===== src/verilog/tpd_pkg.sv =====
// tpd_pkg: shared constants and types of the pwm and dead-time block
package tpd_pkg;
  localparam int CNT_W = 16;
  localparam int NCH   = 3;
  localparam int KEY_W = 16;
  localparam int EXP_W = 4;
  localparam int DIV_W = 10;
  localparam int DLY_W = 6;

  localparam logic [KEY_W-1:0] UNLOCK_KEY = 16'hce80;
  localparam logic [EXP_W-1:0] EXP_MAX    = 4'ha;
  localparam logic [DIV_W:0]   DIV_ONE    = 11'h001;
  localparam logic [DIV_W-1:0] DIV_NONE   = 10'h000;
  localparam logic [CNT_W-1:0] STEP_1X    = 16'h0001;
  localparam logic [CNT_W-1:0] STEP_2X    = 16'h0002;
  localparam logic [CNT_W-1:0] EVEN_MASK  = 16'hfffe;
  localparam logic [DLY_W:0]   DLY_ONE    = 7'h01;
  // reset count of one lets the low side come on after the first tick
  localparam logic [DLY_W:0]   DLY_RST    = 7'h01;
  localparam logic             RST_LOCKED = 1'h0;
  localparam logic             RST_DRIVE  = 1'h1;

  typedef enum logic [1:0] {CM_UP, CM_DOWN, CM_UPDOWN} tpd_cmode_type;
  typedef enum logic [1:0] {
    SF_INACTIVE, SF_CLEAR, SF_TRISTATE
  } tpd_safe_type;
endpackage : tpd_pkg


===== src/verilog/tpd_dt_if.sv =====
// tpd_dt_if: links the top to the per-channel dead-time stages
interface tpd_dt_if #(parameter int NCH = tpd_pkg::NCH);
  logic                      tick;
  logic [tpd_pkg::DLY_W-1:0] rise;
  logic [tpd_pkg::DLY_W-1:0] fall;
  logic                      src [NCH];
  logic                      run [NCH];
  logic                      pri [NCH];
  logic                      cmp [NCH];
  modport ctl  (output tick, rise, fall, src, run, input pri, cmp);
  modport chan (input tick, rise, fall, src, run, output pri, cmp);
endinterface : tpd_dt_if


===== src/verilog/tpd_tick_gen.sv =====
// tpd_tick_gen: divides the clock into one-cycle ticks, factor div_m1+1
module tpd_tick_gen #(
  parameter int W = tpd_pkg::DIV_W
) (
  input  wire logic         mclk_in,
  input  wire logic         arst_n_in,
  input  wire logic [W-1:0] div_m1_in,
  output logic              tick_out
);
  typedef struct packed {
    logic [W-1:0] cnt;
    logic         tick;
  } tpd_tick_state_type;

  tpd_tick_state_type s;
  tpd_tick_state_type next_s;

  always_comb begin
    next_s      = s;
    // >= so that a divider shrunk mid-count never stalls the ticks
    next_s.tick = (s.cnt >= div_m1_in);
    next_s.cnt  = next_s.tick ? '0 : s.cnt + W'(1);
  end

  always_ff @(posedge mclk_in or negedge arst_n_in) begin
    if (!arst_n_in) begin
      s <= '0;
    end else begin
      s <= next_s;
    end
  end

  assign tick_out = s.tick;
endmodule : tpd_tick_gen


===== src/verilog/tpd_dt_channel.sv =====
// tpd_dt_channel: dead-time stage of one pwm pair, active-high levels
module tpd_dt_channel #(
  parameter int IDX = 0
) (
  input wire logic mclk_in,
  input wire logic arst_n_in,
  tpd_dt_if.chan   dt
);
  typedef struct packed {
    logic                    src_q;
    logic [tpd_pkg::DLY_W:0] cnt;
    logic                    pri;
    logic                    cmp;
  } tpd_chan_state_type;

  tpd_chan_state_type s;
  tpd_chan_state_type next_s;

  always_comb begin
    next_s = s;
    if (dt.run[IDX]) begin
      if (dt.src[IDX] != s.src_q) begin
        next_s.src_q = dt.src[IDX];
        next_s.pri   = 1'h0; // RL15
        next_s.cmp   = 1'h0; // RL15
        next_s.cnt   = dt.src[IDX]
                       ? {1'h0, dt.rise} + tpd_pkg::DLY_ONE  // RL16 RL18
                       : {1'h0, dt.fall} + tpd_pkg::DLY_ONE; // RL16 RL18
      end else if (dt.tick && s.cnt != '0) begin
        next_s.cnt = s.cnt - tpd_pkg::DLY_ONE;
        if (s.cnt == tpd_pkg::DLY_ONE) begin
          next_s.pri = s.src_q;
          next_s.cmp = !s.src_q; // RL13
        end
      end
    end
  end

  always_ff @(posedge mclk_in or negedge arst_n_in) begin
    if (!arst_n_in) begin
      s     <= '0;
      s.cnt <= tpd_pkg::DLY_RST;
    end else begin
      s <= next_s;
    end
  end

  assign dt.pri[IDX] = s.pri;
  assign dt.cmp[IDX] = s.cmp;
endmodule : tpd_dt_channel


===== src/verilog/tpd_top.sv =====
// tpd_top: pwm timer with configuration lock and dead-time insertion
// Operation
// RL1: up-count period is period_limit+1 cycles, high for compare_value cycles.
// RL2: up-count output stays high when compare_value >= period_limit+1.
// RL3: up-count frequency is clock / 2^exp / (period_limit+1).
// RL4: 2x up-count steps by two; odd period_limit acts as next lower even.
// RL5: in 2x modes an odd compare_value matches at the lower even count.
// RL6: 2x up-count duty is compare_value / (2*(floor(period_limit/2)+1)).
// RL7: up/down counting with pwm gives dual-slope, duty compare/period_limit.
// RL8: dual-slope frequency is clock / 2^(exp+1) / period_limit.
// RL9: 2x up/down steps by two both ways; odd period_limit rounds down.
// RL10: a wrong key locks control, command, period, counter and compare.
// RL11: writing the unlock key reopens the protected settings.
// RL12: lock status reads one while locked, zero while writable.
// RL13: each of three channels gets a complementary output beside its primary.
// RL14: with deadtime_enable the gap_inserter drives the primary pins too.
// RL15: rising edges of both outputs are delayed; pair is off in the gap.
// RL16: separate rise and fall delays, shared by channels and one prescaler.
// RL17: deadtime_divider divides the clock by 1 to 1024.
// RL18: rise_delay and fall_delay each select 1 to 64 prescaled cycles.
// RL19: gap_inserter stops with the timer; keep_ch0_running keeps channel 0.
// RL20: with keep_ch0_running, dead-times use the undivided clock.
// RL21: on stop with neither option set, outputs freeze at last levels.
// RL22: safe_on_halt sends stopped outputs to the chosen safe state. Here this happens only while deadtime_enable is set.
// RL23: compare_buffer moves to compare_value only on an update event.
// RL24: pwm only in up or up/down counting; no compare actions in pwm.
// RL25: compare output lags the match by one cycle for 0 to 100 percent.
// RL26: base_polarity sets both outputs' level; invert flips the complement. Here both apply only while deadtime_enable is set.
// RL27: up-count wraps period_limit to zero; output high at period start.
module tpd_top (
  input  wire logic                          mclk_in,
  input  wire logic                          arst_n_in,
  input  wire logic                          key_we_in,
  input  wire logic [tpd_pkg::KEY_W-1:0]     key_in,
  input  wire logic                          cfg_we_in,
  input  wire logic                          cfg_run_in,
  input  wire tpd_pkg::tpd_cmode_type        cfg_cmode_in,
  input  wire logic                          cfg_x2_in,
  input  wire logic [tpd_pkg::EXP_W-1:0]     cfg_exp_in,
  input  wire logic [tpd_pkg::NCH-1:0]       cfg_pwm_en_in,
  input  wire logic [tpd_pkg::CNT_W-1:0]     cfg_top_in,
  input  wire logic [tpd_pkg::CNT_W-1:0]     cfg_count_in,
  input  wire logic [tpd_pkg::NCH*tpd_pkg::CNT_W-1:0] cfg_compare_in,
  input  wire logic                          deadtime_enable_in,
  input  wire logic [tpd_pkg::DIV_W-1:0]     deadtime_divider_in,
  input  wire logic [tpd_pkg::DLY_W-1:0]     rise_delay_in,
  input  wire logic [tpd_pkg::DLY_W-1:0]     fall_delay_in,
  input  wire logic                          keep_ch0_running_in,
  input  wire logic                          safe_on_halt_in,
  input  wire tpd_pkg::tpd_safe_type         fault_action_select_in,
  input  wire logic                          base_polarity_in,
  input  wire logic                          complementary_invert_in,
  output logic                               lock_active_out,
  output logic                               timer_running_out,
  output logic [tpd_pkg::CNT_W-1:0]          count_out,
  output logic [tpd_pkg::NCH-1:0]            buffer_pending_out,
  output logic [tpd_pkg::NCH-1:0]            primary_out,
  output logic [tpd_pkg::NCH-1:0]            complementary_out,
  output logic [tpd_pkg::NCH-1:0]            pair_drive_out
);
  localparam int NCH   = tpd_pkg::NCH;
  localparam int CNT_W = tpd_pkg::CNT_W;

  typedef struct packed {
    logic                            locked;
    logic                            run;
    tpd_pkg::tpd_cmode_type          cmode;
    logic                            x2;
    logic [tpd_pkg::EXP_W-1:0]       exp;
    logic [NCH-1:0]                  pwm_en;
    logic [CNT_W-1:0]                top;
    logic [CNT_W-1:0]                cnt;
    logic                            down;
    logic                            upd;
    logic [NCH-1:0][CNT_W-1:0]       cv;
    logic [NCH-1:0][CNT_W-1:0]       cb;
    logic [NCH-1:0]                  cbv;
    logic [NCH-1:0]                  pwm;
    logic [NCH-1:0]                  pri;
    logic [NCH-1:0]                  cmp;
    logic [NCH-1:0]                  oe;
  } tpd_top_state_type;

  tpd_top_state_type s;
  tpd_top_state_type next_s;

  tpd_dt_if #(.NCH(NCH)) dt ();

  logic                        tmr_tick;
  logic [tpd_pkg::EXP_W-1:0]   exp_c;
  logic [tpd_pkg::DIV_W:0]     tmr_pow;
  logic [tpd_pkg::DIV_W-1:0]   tmr_div_m1;
  logic [tpd_pkg::DIV_W-1:0]   dt_div_m1;
  logic [CNT_W-1:0]            te;
  logic [CNT_W-1:0]            step;
  logic [CNT_W:0]              up_sum;
  logic [NCH-1:0]              hi;
  logic [NCH-1:0]              chan_run;
  logic [CNT_W-1:0]            ce [NCH];

  // timer prescaler: divide by 2^exp, clamped at the largest setting
  assign exp_c = (s.exp > tpd_pkg::EXP_MAX) ? tpd_pkg::EXP_MAX : s.exp;
  assign tmr_pow    = tpd_pkg::DIV_ONE << exp_c; // RL3 RL8
  assign tmr_div_m1 = tpd_pkg::DIV_W'(tmr_pow - tpd_pkg::DIV_ONE);

  tpd_tick_gen #(.W(tpd_pkg::DIV_W)) u_tmr_tick (
    .mclk_in   (mclk_in),
    .arst_n_in (arst_n_in),
    .div_m1_in (tmr_div_m1),
    .tick_out  (tmr_tick)
  );

  // channel 0 kept alive uses the undivided clock for its gaps
  assign dt_div_m1 = keep_ch0_running_in ? tpd_pkg::DIV_NONE // RL20
                                         : deadtime_divider_in; // RL17

  tpd_tick_gen #(.W(tpd_pkg::DIV_W)) u_dt_tick (
    .mclk_in   (mclk_in),
    .arst_n_in (arst_n_in),
    .div_m1_in (dt_div_m1),
    .tick_out  (dt.tick)
  );

  assign dt.rise = rise_delay_in; // RL16
  assign dt.fall = fall_delay_in; // RL16

  // odd limits act as the next lower even value in 2x counting
  assign te     = s.x2 ? (s.top & tpd_pkg::EVEN_MASK) : s.top; // RL4 RL9
  assign step   = s.x2 ? tpd_pkg::STEP_2X : tpd_pkg::STEP_1X; // RL4 RL9
  assign up_sum = {1'h0, s.cnt} + {1'h0, step};

  for (genvar g = 0; g < NCH; g++) begin : g_ch
    assign ce[g] = s.x2 ? (s.cv[g] & tpd_pkg::EVEN_MASK) : s.cv[g]; // RL5
    // down slope compares inclusively so duty is compare/period_limit
    assign hi[g] = s.down ? (s.cnt <= ce[g]) : (s.cnt < ce[g]); // RL1 RL6 RL7
    assign chan_run[g] = s.run || (g == 0 && keep_ch0_running_in); // RL19
    assign dt.src[g] = s.pwm[g];
    assign dt.run[g] = chan_run[g]; // RL19

    tpd_dt_channel #(.IDX(g)) u_chan (
      .mclk_in   (mclk_in),
      .arst_n_in (arst_n_in),
      .dt        (dt.chan)
    ); // RL13
  end

  always_comb begin
    next_s     = s;
    next_s.upd = 1'h0;

    if (key_we_in) begin
      next_s.locked = (key_in != tpd_pkg::UNLOCK_KEY); // RL10 RL11
    end

    if (s.run && tmr_tick) begin
      case (s.cmode)
        tpd_pkg::CM_UP: begin
          if (s.cnt >= te) begin
            next_s.cnt = '0; // RL27
            next_s.upd = 1'h1;
          end else begin
            next_s.cnt = s.cnt + step;
          end
        end
        tpd_pkg::CM_UPDOWN: begin
          if (!s.down) begin
            if (up_sum >= {1'h0, te}) begin
              next_s.cnt  = te;
              next_s.down = 1'h1;
            end else begin
              next_s.cnt = up_sum[CNT_W-1:0];
            end
          end else if (s.cnt <= step) begin
            next_s.cnt  = '0; // RL9
            next_s.down = 1'h0;
            next_s.upd  = 1'h1;
          end else begin
            next_s.cnt = s.cnt - step; // RL9
          end
        end
        tpd_pkg::CM_DOWN: begin
          next_s.down = 1'h0;
          if (s.cnt == '0) begin
            next_s.cnt = te;
            next_s.upd = 1'h1;
          end else if (s.cnt < step) begin
            next_s.cnt = '0;
          end else begin
            next_s.cnt = s.cnt - step;
          end
        end
        default: begin
          next_s.cnt  = '0;
          next_s.down = 1'h0;
        end
      endcase
    end

    // buffered compare moves only at the update event, no output glitch
    if (next_s.upd) begin
      for (int i = 0; i < NCH; i++) begin
        if (s.cbv[i]) begin
          next_s.cv[i]  = s.cb[i]; // RL23
          next_s.cbv[i] = 1'h0;
        end
      end
    end

    // a write landing on the update cycle re-arms the buffer afterwards
    if (cfg_we_in && !s.locked) begin // RL10
      next_s.run    = cfg_run_in;
      next_s.cmode  = cfg_cmode_in;
      next_s.x2     = cfg_x2_in;
      next_s.exp    = cfg_exp_in;
      next_s.pwm_en = cfg_pwm_en_in;
      next_s.top    = cfg_top_in;
      next_s.cnt    = cfg_count_in;
      next_s.down   = 1'h0;
      for (int i = 0; i < NCH; i++) begin
        next_s.cb[i]  = cfg_compare_in[i*CNT_W +: CNT_W];
        next_s.cbv[i] = 1'h1;
      end
    end

    for (int i = 0; i < NCH; i++) begin
      // registered match output: the one-cycle lag reaches 0 and 100 %
      next_s.pwm[i] = s.pwm_en[i] && hi[i] // RL25
                      && s.cmode != tpd_pkg::CM_DOWN; // RL24
      if (!deadtime_enable_in) begin
        next_s.pri[i] = s.pwm[i];
        next_s.cmp[i] = 1'h0;
        next_s.oe[i]  = 1'h1;
      end else if (chan_run[i]) begin
        next_s.pri[i] = dt.pri[i] ^ base_polarity_in; // RL14 RL26
        next_s.cmp[i] = dt.cmp[i] ^ base_polarity_in
                        ^ complementary_invert_in; // RL26
        next_s.oe[i]  = 1'h1;
      end else if (safe_on_halt_in) begin
        case (fault_action_select_in)
          tpd_pkg::SF_INACTIVE: begin
            next_s.pri[i] = base_polarity_in; // RL22
            next_s.cmp[i] = base_polarity_in ^ complementary_invert_in;
            next_s.oe[i]  = 1'h1;
          end
          tpd_pkg::SF_CLEAR: begin
            next_s.pri[i] = 1'h0; // RL22
            next_s.cmp[i] = 1'h0;
            next_s.oe[i]  = 1'h1;
          end
          tpd_pkg::SF_TRISTATE: begin
            next_s.oe[i] = 1'h0; // RL22
          end
          default: begin
            next_s.oe[i] = 1'h0;
          end
        endcase
      end
      // otherwise stopped and unsafe: pins keep their last level RL21
    end
  end

  always_ff @(posedge mclk_in or negedge arst_n_in) begin
    if (!arst_n_in) begin
      s        <= '0;
      s.locked <= tpd_pkg::RST_LOCKED;
      s.oe     <= {NCH{tpd_pkg::RST_DRIVE}};
    end else begin
      s <= next_s;
    end
  end

  assign lock_active_out    = s.locked; // RL12
  assign timer_running_out  = s.run;
  assign count_out          = s.cnt;
  assign buffer_pending_out = s.cbv;
  assign primary_out        = s.pri;
  assign complementary_out  = s.cmp;
  assign pair_drive_out     = s.oe;
endmodule : tpd_top


===== config.mk =====
export PLATFORM = sky130hd
export DESIGN_NAME = tpd_top
export DESIGN_NICKNAME = d
export VERILOG_FILES = /design/src/verilog/tpd_pkg.sv /design/src/verilog/tpd_dt_if.sv /design/src/verilog/tpd_tick_gen.sv /design/src/verilog/tpd_dt_channel.sv /design/src/verilog/tpd_top.sv
export SDC_FILE = /design/constraint.sdc
export NUM_CORES = 1
export LEC_CHECK = 0
export BUFFER_PORTS_ARGS = -buffer_cell sky130_fd_sc_hd__clkbuf_2
export CORE_ASPECT_RATIO = 0.5
export CORE_UTILIZATION = 40
export DETAILED_ROUTE_END_ITERATION = 7
export PLACE_DENSITY = 0.7
export SETUP_SLACK_MARGIN = 0.02
export SLEW_MARGIN = 20
export SYNTH_ARGS = -nofsm -noshare
export SYNTH_HDL_FRONTEND = slang
export SYNTH_SLANG_ARGS = --single-unit

===== constraint.sdc =====
create_clock -name mclk_in -period 4.7 [get_ports mclk_in]
set_clock_uncertainty 0.15 [all_clocks]
set_input_delay 0 -clock mclk_in [delete_from_list [all_inputs] [get_ports mclk_in]]
set_output_delay 0 -clock mclk_in [all_outputs]
set_load 0.02 [all_outputs]

## Word level (Yosys, flattened, before mapping)

Cells that the tools add are included.

| word-level totals | value |
|---|---|
| register bits after elaboration | 207 |
| bits in latches | 0 |
| memory bits (writable) | 0 |
| bits in read-only memories | 0 |
| logic and storage cells | 200 |
| memories | 0 |

| cells by class | value |
|---|---|
| add/subtract/negate cells | 11 |
| multipliers | 0 |
| divide/modulo/power cells | 0 |
| magnitude comparators | 13 |
| equal/unequal tests | 16 |
| shift operators | 1 |
| mux-type cells | 64 |
| bitwise logic cells | 10 |
| reduce and logical (&&, ||, !) cells | 46 |

Operators by type and width:

| operator | number |
|---|---|
| 2-to-1 mux 16 bit | 5 |
| 2-to-1 mux 9 bit | 6 |
| <= comparator 16 bit | 3 |
| less-than comparator 16 bit | 3 |
| one-hot mux 16 bit (3 select lines) | 1 |
| 2-to-1 mux 17 bit | 2 |
| 2-to-1 mux 1 bit | 31 |
| 2-to-1 mux 10 bit | 3 |
| AND reduction 2 bit | 12 |
| equality test 7 x 1 -> 1 bit, second input constant | 3 |
| 2-to-1 mux 7 bit | 3 |
| nonzero test 7 bit | 3 |
| subtractor 7 x 1 -> 7 bit, second input constant | 3 |
| adder 10 x 1 -> 10 bit, second input constant | 2 |
| greater-or-equal comparator 10 bit | 2 |
| 2-to-1 mux 18 bit | 1 |
| adder 16 x 2 -> 17 bit | 1 |
| greater-or-equal comparator 17 x 16 -> 1 bit | 1 |
| adder 16 x 2 -> 16 bit | 1 |
| greater-or-equal comparator 16 bit | 1 |
| <= comparator 16 x 2 -> 1 bit | 1 |
| logical NOT 16 bit | 1 |
| less-than comparator 16 x 2 -> 1 bit | 1 |
| inequality test 16 bit, second input constant | 1 |
| other kinds (25) | 70 |

## Logic depth before layout (Yosys ltp)

| logic depth | value |
|---|---|
| depth in word-level cells | 9 |
| depth in mapped cells | 16 |

## Least setup slack after synthesis

OpenSTA, ideal clock, no wires.

| path | value |
|---|---|
| path type | register to register |
| start point | register s[152] in the netlist's numbering |
| end point | register s, in the netlist count_out[9] |
| arrival time | 3.686 ns |
| path slack | 0.728 ns |
| stages on the path, launching flop included | 16 |
| buffers on the path | 1 |
| clock period less this slack | 3.972 ns |
| path through | dfrtp_1 inv_1 ha_1 nor2b_1 o2111a_1 and4_1 nand4_1 xnor2_1 ha_1 nand4_1 or4_1 o211ai_1 o21ai_0 clkbuf_1 a221oi_1 a21oi_1 |

| on the way | value |
|---|---|
| cells in the longest elaborated chain, start to end | 8 |
| elaborated cells between the ends (all ways) | 18 |
| those cells by class | add/sub: 3; order compare: 4; mux: 11 |

RTL lines:

| item | line | text |
|---|---|---|
| start: declaration | tpd_top.sv:84 | `tpd_top_state_type s;` |
| start signal: assignment | tpd_top.sv:268 | `s <= next_s;` |
| 2-to-1 mux 2 bit | tpd_top.sv:129 | `assign step = s.x2 ? tpd_pkg::STEP_2X : tpd_pkg::STEP_1X;` |
| adder 16 x 2 -> 17 bit | tpd_top.sv:130 | `assign up_sum = {1'h0, s.cnt} + {1'h0, step};` |
| greater-or-equal comparator 17 x 16 -> 1 bit | tpd_top.sv:167 | `if (up_sum >= {1'h0, te}) begin` |
| 2-to-1 mux 16 bit | tpd_top.sv:167 |  |
| 2-to-1 mux 17 bit | tpd_top.sv:166 | `if (!s.down) begin` |
| one-hot mux 16 bit (3 select lines) (*) | tpd_top.sv:156 | `case (s.cmode)` |
| 2-to-1 mux 18 bit (*) | tpd_top.sv:155 | `if (s.run && tmr_tick) begin` |
| 2-to-1 mux 17 bit (*) | tpd_top.sv:210 | `if (cfg_we_in && !s.locked) begin` |

Every way passes the cells marked *; elsewhere a longest branch is shown, timed or not. The select of a mux whose other input is x is not followed.
A chain may end at the register's enable or synchronous reset.

## Final worst setup path

| path | value |
|---|---|
| start point | register s[152] in the netlist's numbering |
| end point | register s, in the netlist count_out[1] |

The elaborated chain is that of the path after synthesis.

==> results.json <==
{
  "yosysWarnings": 0,
  "overflow": 0,
  "violations": "negative hold slack",
  "startpoint": "s[152]$_DFFE_PN0P_",
  "io_buffers": 169,
  "fillers": 2878,
  "io_pins": 170,
  "yosys.area.top_type": "dfrtp_1",
  "power_density_nw_per_um2": 479.9,
  "nNetsFinal": 1960,
  "ys_seq_area_frac": 0.3950,
  "avgSynthCellArea_um2": 9.037,
  "ctsRootBufferMaster": "clkbuf_16",
  "cts_resized": 0,
  "synth.net_count": 1705,
  "drtIter0Drc": 803,
  "path_clk_slew_ns": 0.07,
  "start_util": 0.4086,
  "synthFlopType": "dfrtp_1",
  "via_per_inst": 5.268,
  "grt_pass1_vias": 10720,
  "whs_ns": -0.0007563,
  "rows": 46,
  "ir_drop_uv": 247.5,
  "cp_max_fo": 8,
  "core_um2": 31830,
  "cts_buffers": 21,
  "postCtsSetupBuffers": 0,
  "cp.arrival_ns": 4.49,
  "antenna_left": 0,
  "grt_max_degree": 120,
  "period_share": 0.8926,
  "route.detailed.drc": 0,
  "relSlewSlack": 0.3570,
  "synth_edf_count": 0,
  "period_needed_ns": 4.195,
  "yosysTopAreaCellShare": 0.3849,
  "die_area_um2": 33280,
  "clock_path_buffers": 3,
  "htree_levels": 1,
  "r2r_cells": 15,
  "routedWlPerCell_um": 16.59,
  "place_congestion": 0.9210,
  "die_w_um": 257.0,
  "clk_latency_ns": 0.53,
  "grt_usage": 0.2099,
  "synth_area_um2": 13000,
  "timing.fmax_ghz": 0.2384,
  "worstMarginPinSlew_ns": 0.9645,
  "layout-drive-gt1-share": 0.1761,
  "dp_hpwl_mm": 24.36,
  "worstSetupPathType": "reg2reg",
  "hold_violations": 1,
  "status": "finished with violations",
  "startpoint_type": "flip-flop",
  "syn_to_final_growth_pct": 23.56,
  "cts_tree": "done",
  "finalSetupViolCount": 0,
  "firstDrtPassIters": 5,
  "clock_sinks": 205,
  "synth-seq-cells": 205,
  "timing.rr.start": "s[152]$_DFFE_PN0P_",
  "die_y_um": 129.5,
  "async_reset_ff_frac": 1.000,
  "synth_area_leaders": "dfrtp_1 38%, ha_1 12%, nand2_1 7.3%",
  "syn_inst": 1439,
  "insertedDiodeCount": 0,
  "route.final.wire_length_mm": 35.52,
  "yosysUniqueCellTypes": 67,
  "drv_slew": 0,
  "min_path_type": "in2async",
  "max-cap-violations": 0,
  "critPathCaptureType": "flip-flop",
  "p_leak_nw": 7.744,
  "fin_tns_setup_ns": 0,
  "vias": 11280,
  "grt_pass1_wl_mm": 56.03,
  "rsz0062_at_grt": "false",
  "antenna_found_initial": 0,
  "power_mw": 7.712,
  "worstPathRequired_ns": 4.99
}
## power breakdown
part	internal, mW	switching [mW]	leakage (nW)
Clock	0.936	0.751	0.329
Combinational	1.50	1.94	4.77
Sequential	2.13	0.450	2.65
## state kept, by name (all words and copies together) (netlist names)
name                 count
dt.src                   3
pair_drive_out           2
primary_out              3
buffer_pending_out       1
g_ch.u_chan.dt.cmp       3
g_ch.u_chan.dt.pri       3
u_dt_tick.s             10
timer_running_out        1
s                      123
lock_active_out          1
u_dt_tick.tick_out       1
count_out               16
g_ch.u_chan.s           24
u_tmr_tick.s            10
u_tmr_tick.tick_out      1
complementary_out        3
## metal layers
metal | track usage | vias up | share of wire
met4 | 0.06828 | 0 | 0.031
met5 | 0 | - | 0
met1 | 0.2765 | 5367 | 0.43
li1 | - | 5472 | -
met3 | 0.02954 | 83 | 0.059
met2 | 0.3583 | 357 | 0.48
## layout make-up
cell class / instances / area [µm²] / area share
multi-input cells: 1051 / 7051 / 0.4388
clock buffers: 28 / 581.8 / 0.03621
clock inverters: 10 / 91.34 / 0.005684
well taps: 432 / 540.5 / 0.03364
repair buffers: 320 / 2311 / 0.1438
inverters: 95 / 356.6 / 0.02219
flip-flops and latches: 205 / 5136 / 0.3197
## cell usage in the layout, fill, tap and decap left out, drive strengths merged, types with 28 or more instances in the layout
cell type,n
a21oi,71
nor2,83
inv,98
nor3,28
o21ai,80
mux2,56
xor2,29
nand3,52
ha,124
nand2,253
dfrtp,200
clkbuf,197
dlygate4sd3,124
xnor2,28
## logic make-up after synthesis
family / share of synthesized area
simple gates: 0.1815
compound gates: 0.1374
flops: 0.3950
buf+inv: 0.06418
fa+ha+maj: 0.1224
mux: 0.06120
xor+xnor: 0.03839
## cell usage after synthesis (4+ instances only)
cell type  instances
nand2b_1          19
dfstp_2            5
o22ai_1           17
a22o_1             8
a31oi_1           10
inv_1             95
o21a_1            12
buf_2              7
mux2_2            36
xor2_1            29
buf_1              4
nor2_1            83
nor2b_1           22
nand2_1          253
or3_1              7
ha_1             124
and3_1             7
buf_4             29
o21ai_0           80
a211oi_1           9
nor3_1            27
xnor2_1           28
clkbuf_1          44
a21oi_1           70
and4_1             6
a22oi_1            4
a21o_1            17
buf_6              4
nor4_1            10
mux2_4            20
nand3_1           52
nand4_1           16
dfrtp_1          200
a222oi_1           4
o211ai_1          14
or4_1              5
mux2i_1            9
## final timing paths
path                                       endpoint  slack (ns)
min in group mclk_in             s[153]$_DFFE_PN0P_        0.02
max in group asynchronous  count_out[0]$_DFFE_PN0P_        3.19
min reg2reg                       s[40]$_DFFE_PN0P_        0.32
max reg2reg                count_out[1]$_DFFE_PN0P_        0.50
min                        u_dt_tick.s[4]$_DFF_PN0_     -0.0008
max                        count_out[1]$_DFFE_PN0P_        0.50
## repair_timing
| action | 4_1_cts | 5_1_grt |
|---|---|---|
| endpoints found under the setup margin | 0 | 0 |
| endpoints found under the hold margin | 239 | 0 |
| hold buffers | 124 | 0 |
## critical path, stage by stage, from the launching register on
cell and delay [ns]:
dfrtp_1 0.38, inv_1 0.15, ha_1 0.21, fa_1 0.28
and4_1 0.24, nand4_1 0.23, nand2b_1 0.25, xnor2_1 0.32
ha_1 0.20, nand3_1 0.12, or4_1 0.57, o211a_1 0.36
o21bai_1 0.16, buf_4 0.18, nand2_1 0.12, o211ai_1 0.19
## through the flow
stage | std cells | util | cell area [µm²] | hold WS [ns] | worst slack, ns
2_1_floorplan | 1439 | - | 13000 | -0.4456 | 0.7285
3_3_place_gp | 1979 | 0.4447 | 14150 | 0.03819 | 0.6392
3_5_place_dp | 1979 | 0.4447 | 14150 | 0.03803 | 0.5676
4_1_cts | 2141 | 0.5048 | 16070 | 0.01172 | 0.5336
5_1_grt | 2141 | 0.5048 | 16070 | 0.05968 | 0.2344
6_report | 2141 | 0.5048 | 16070 | -0.0007563 | 0.5046
Note: power is estimated with default switching activity, not from simulation.
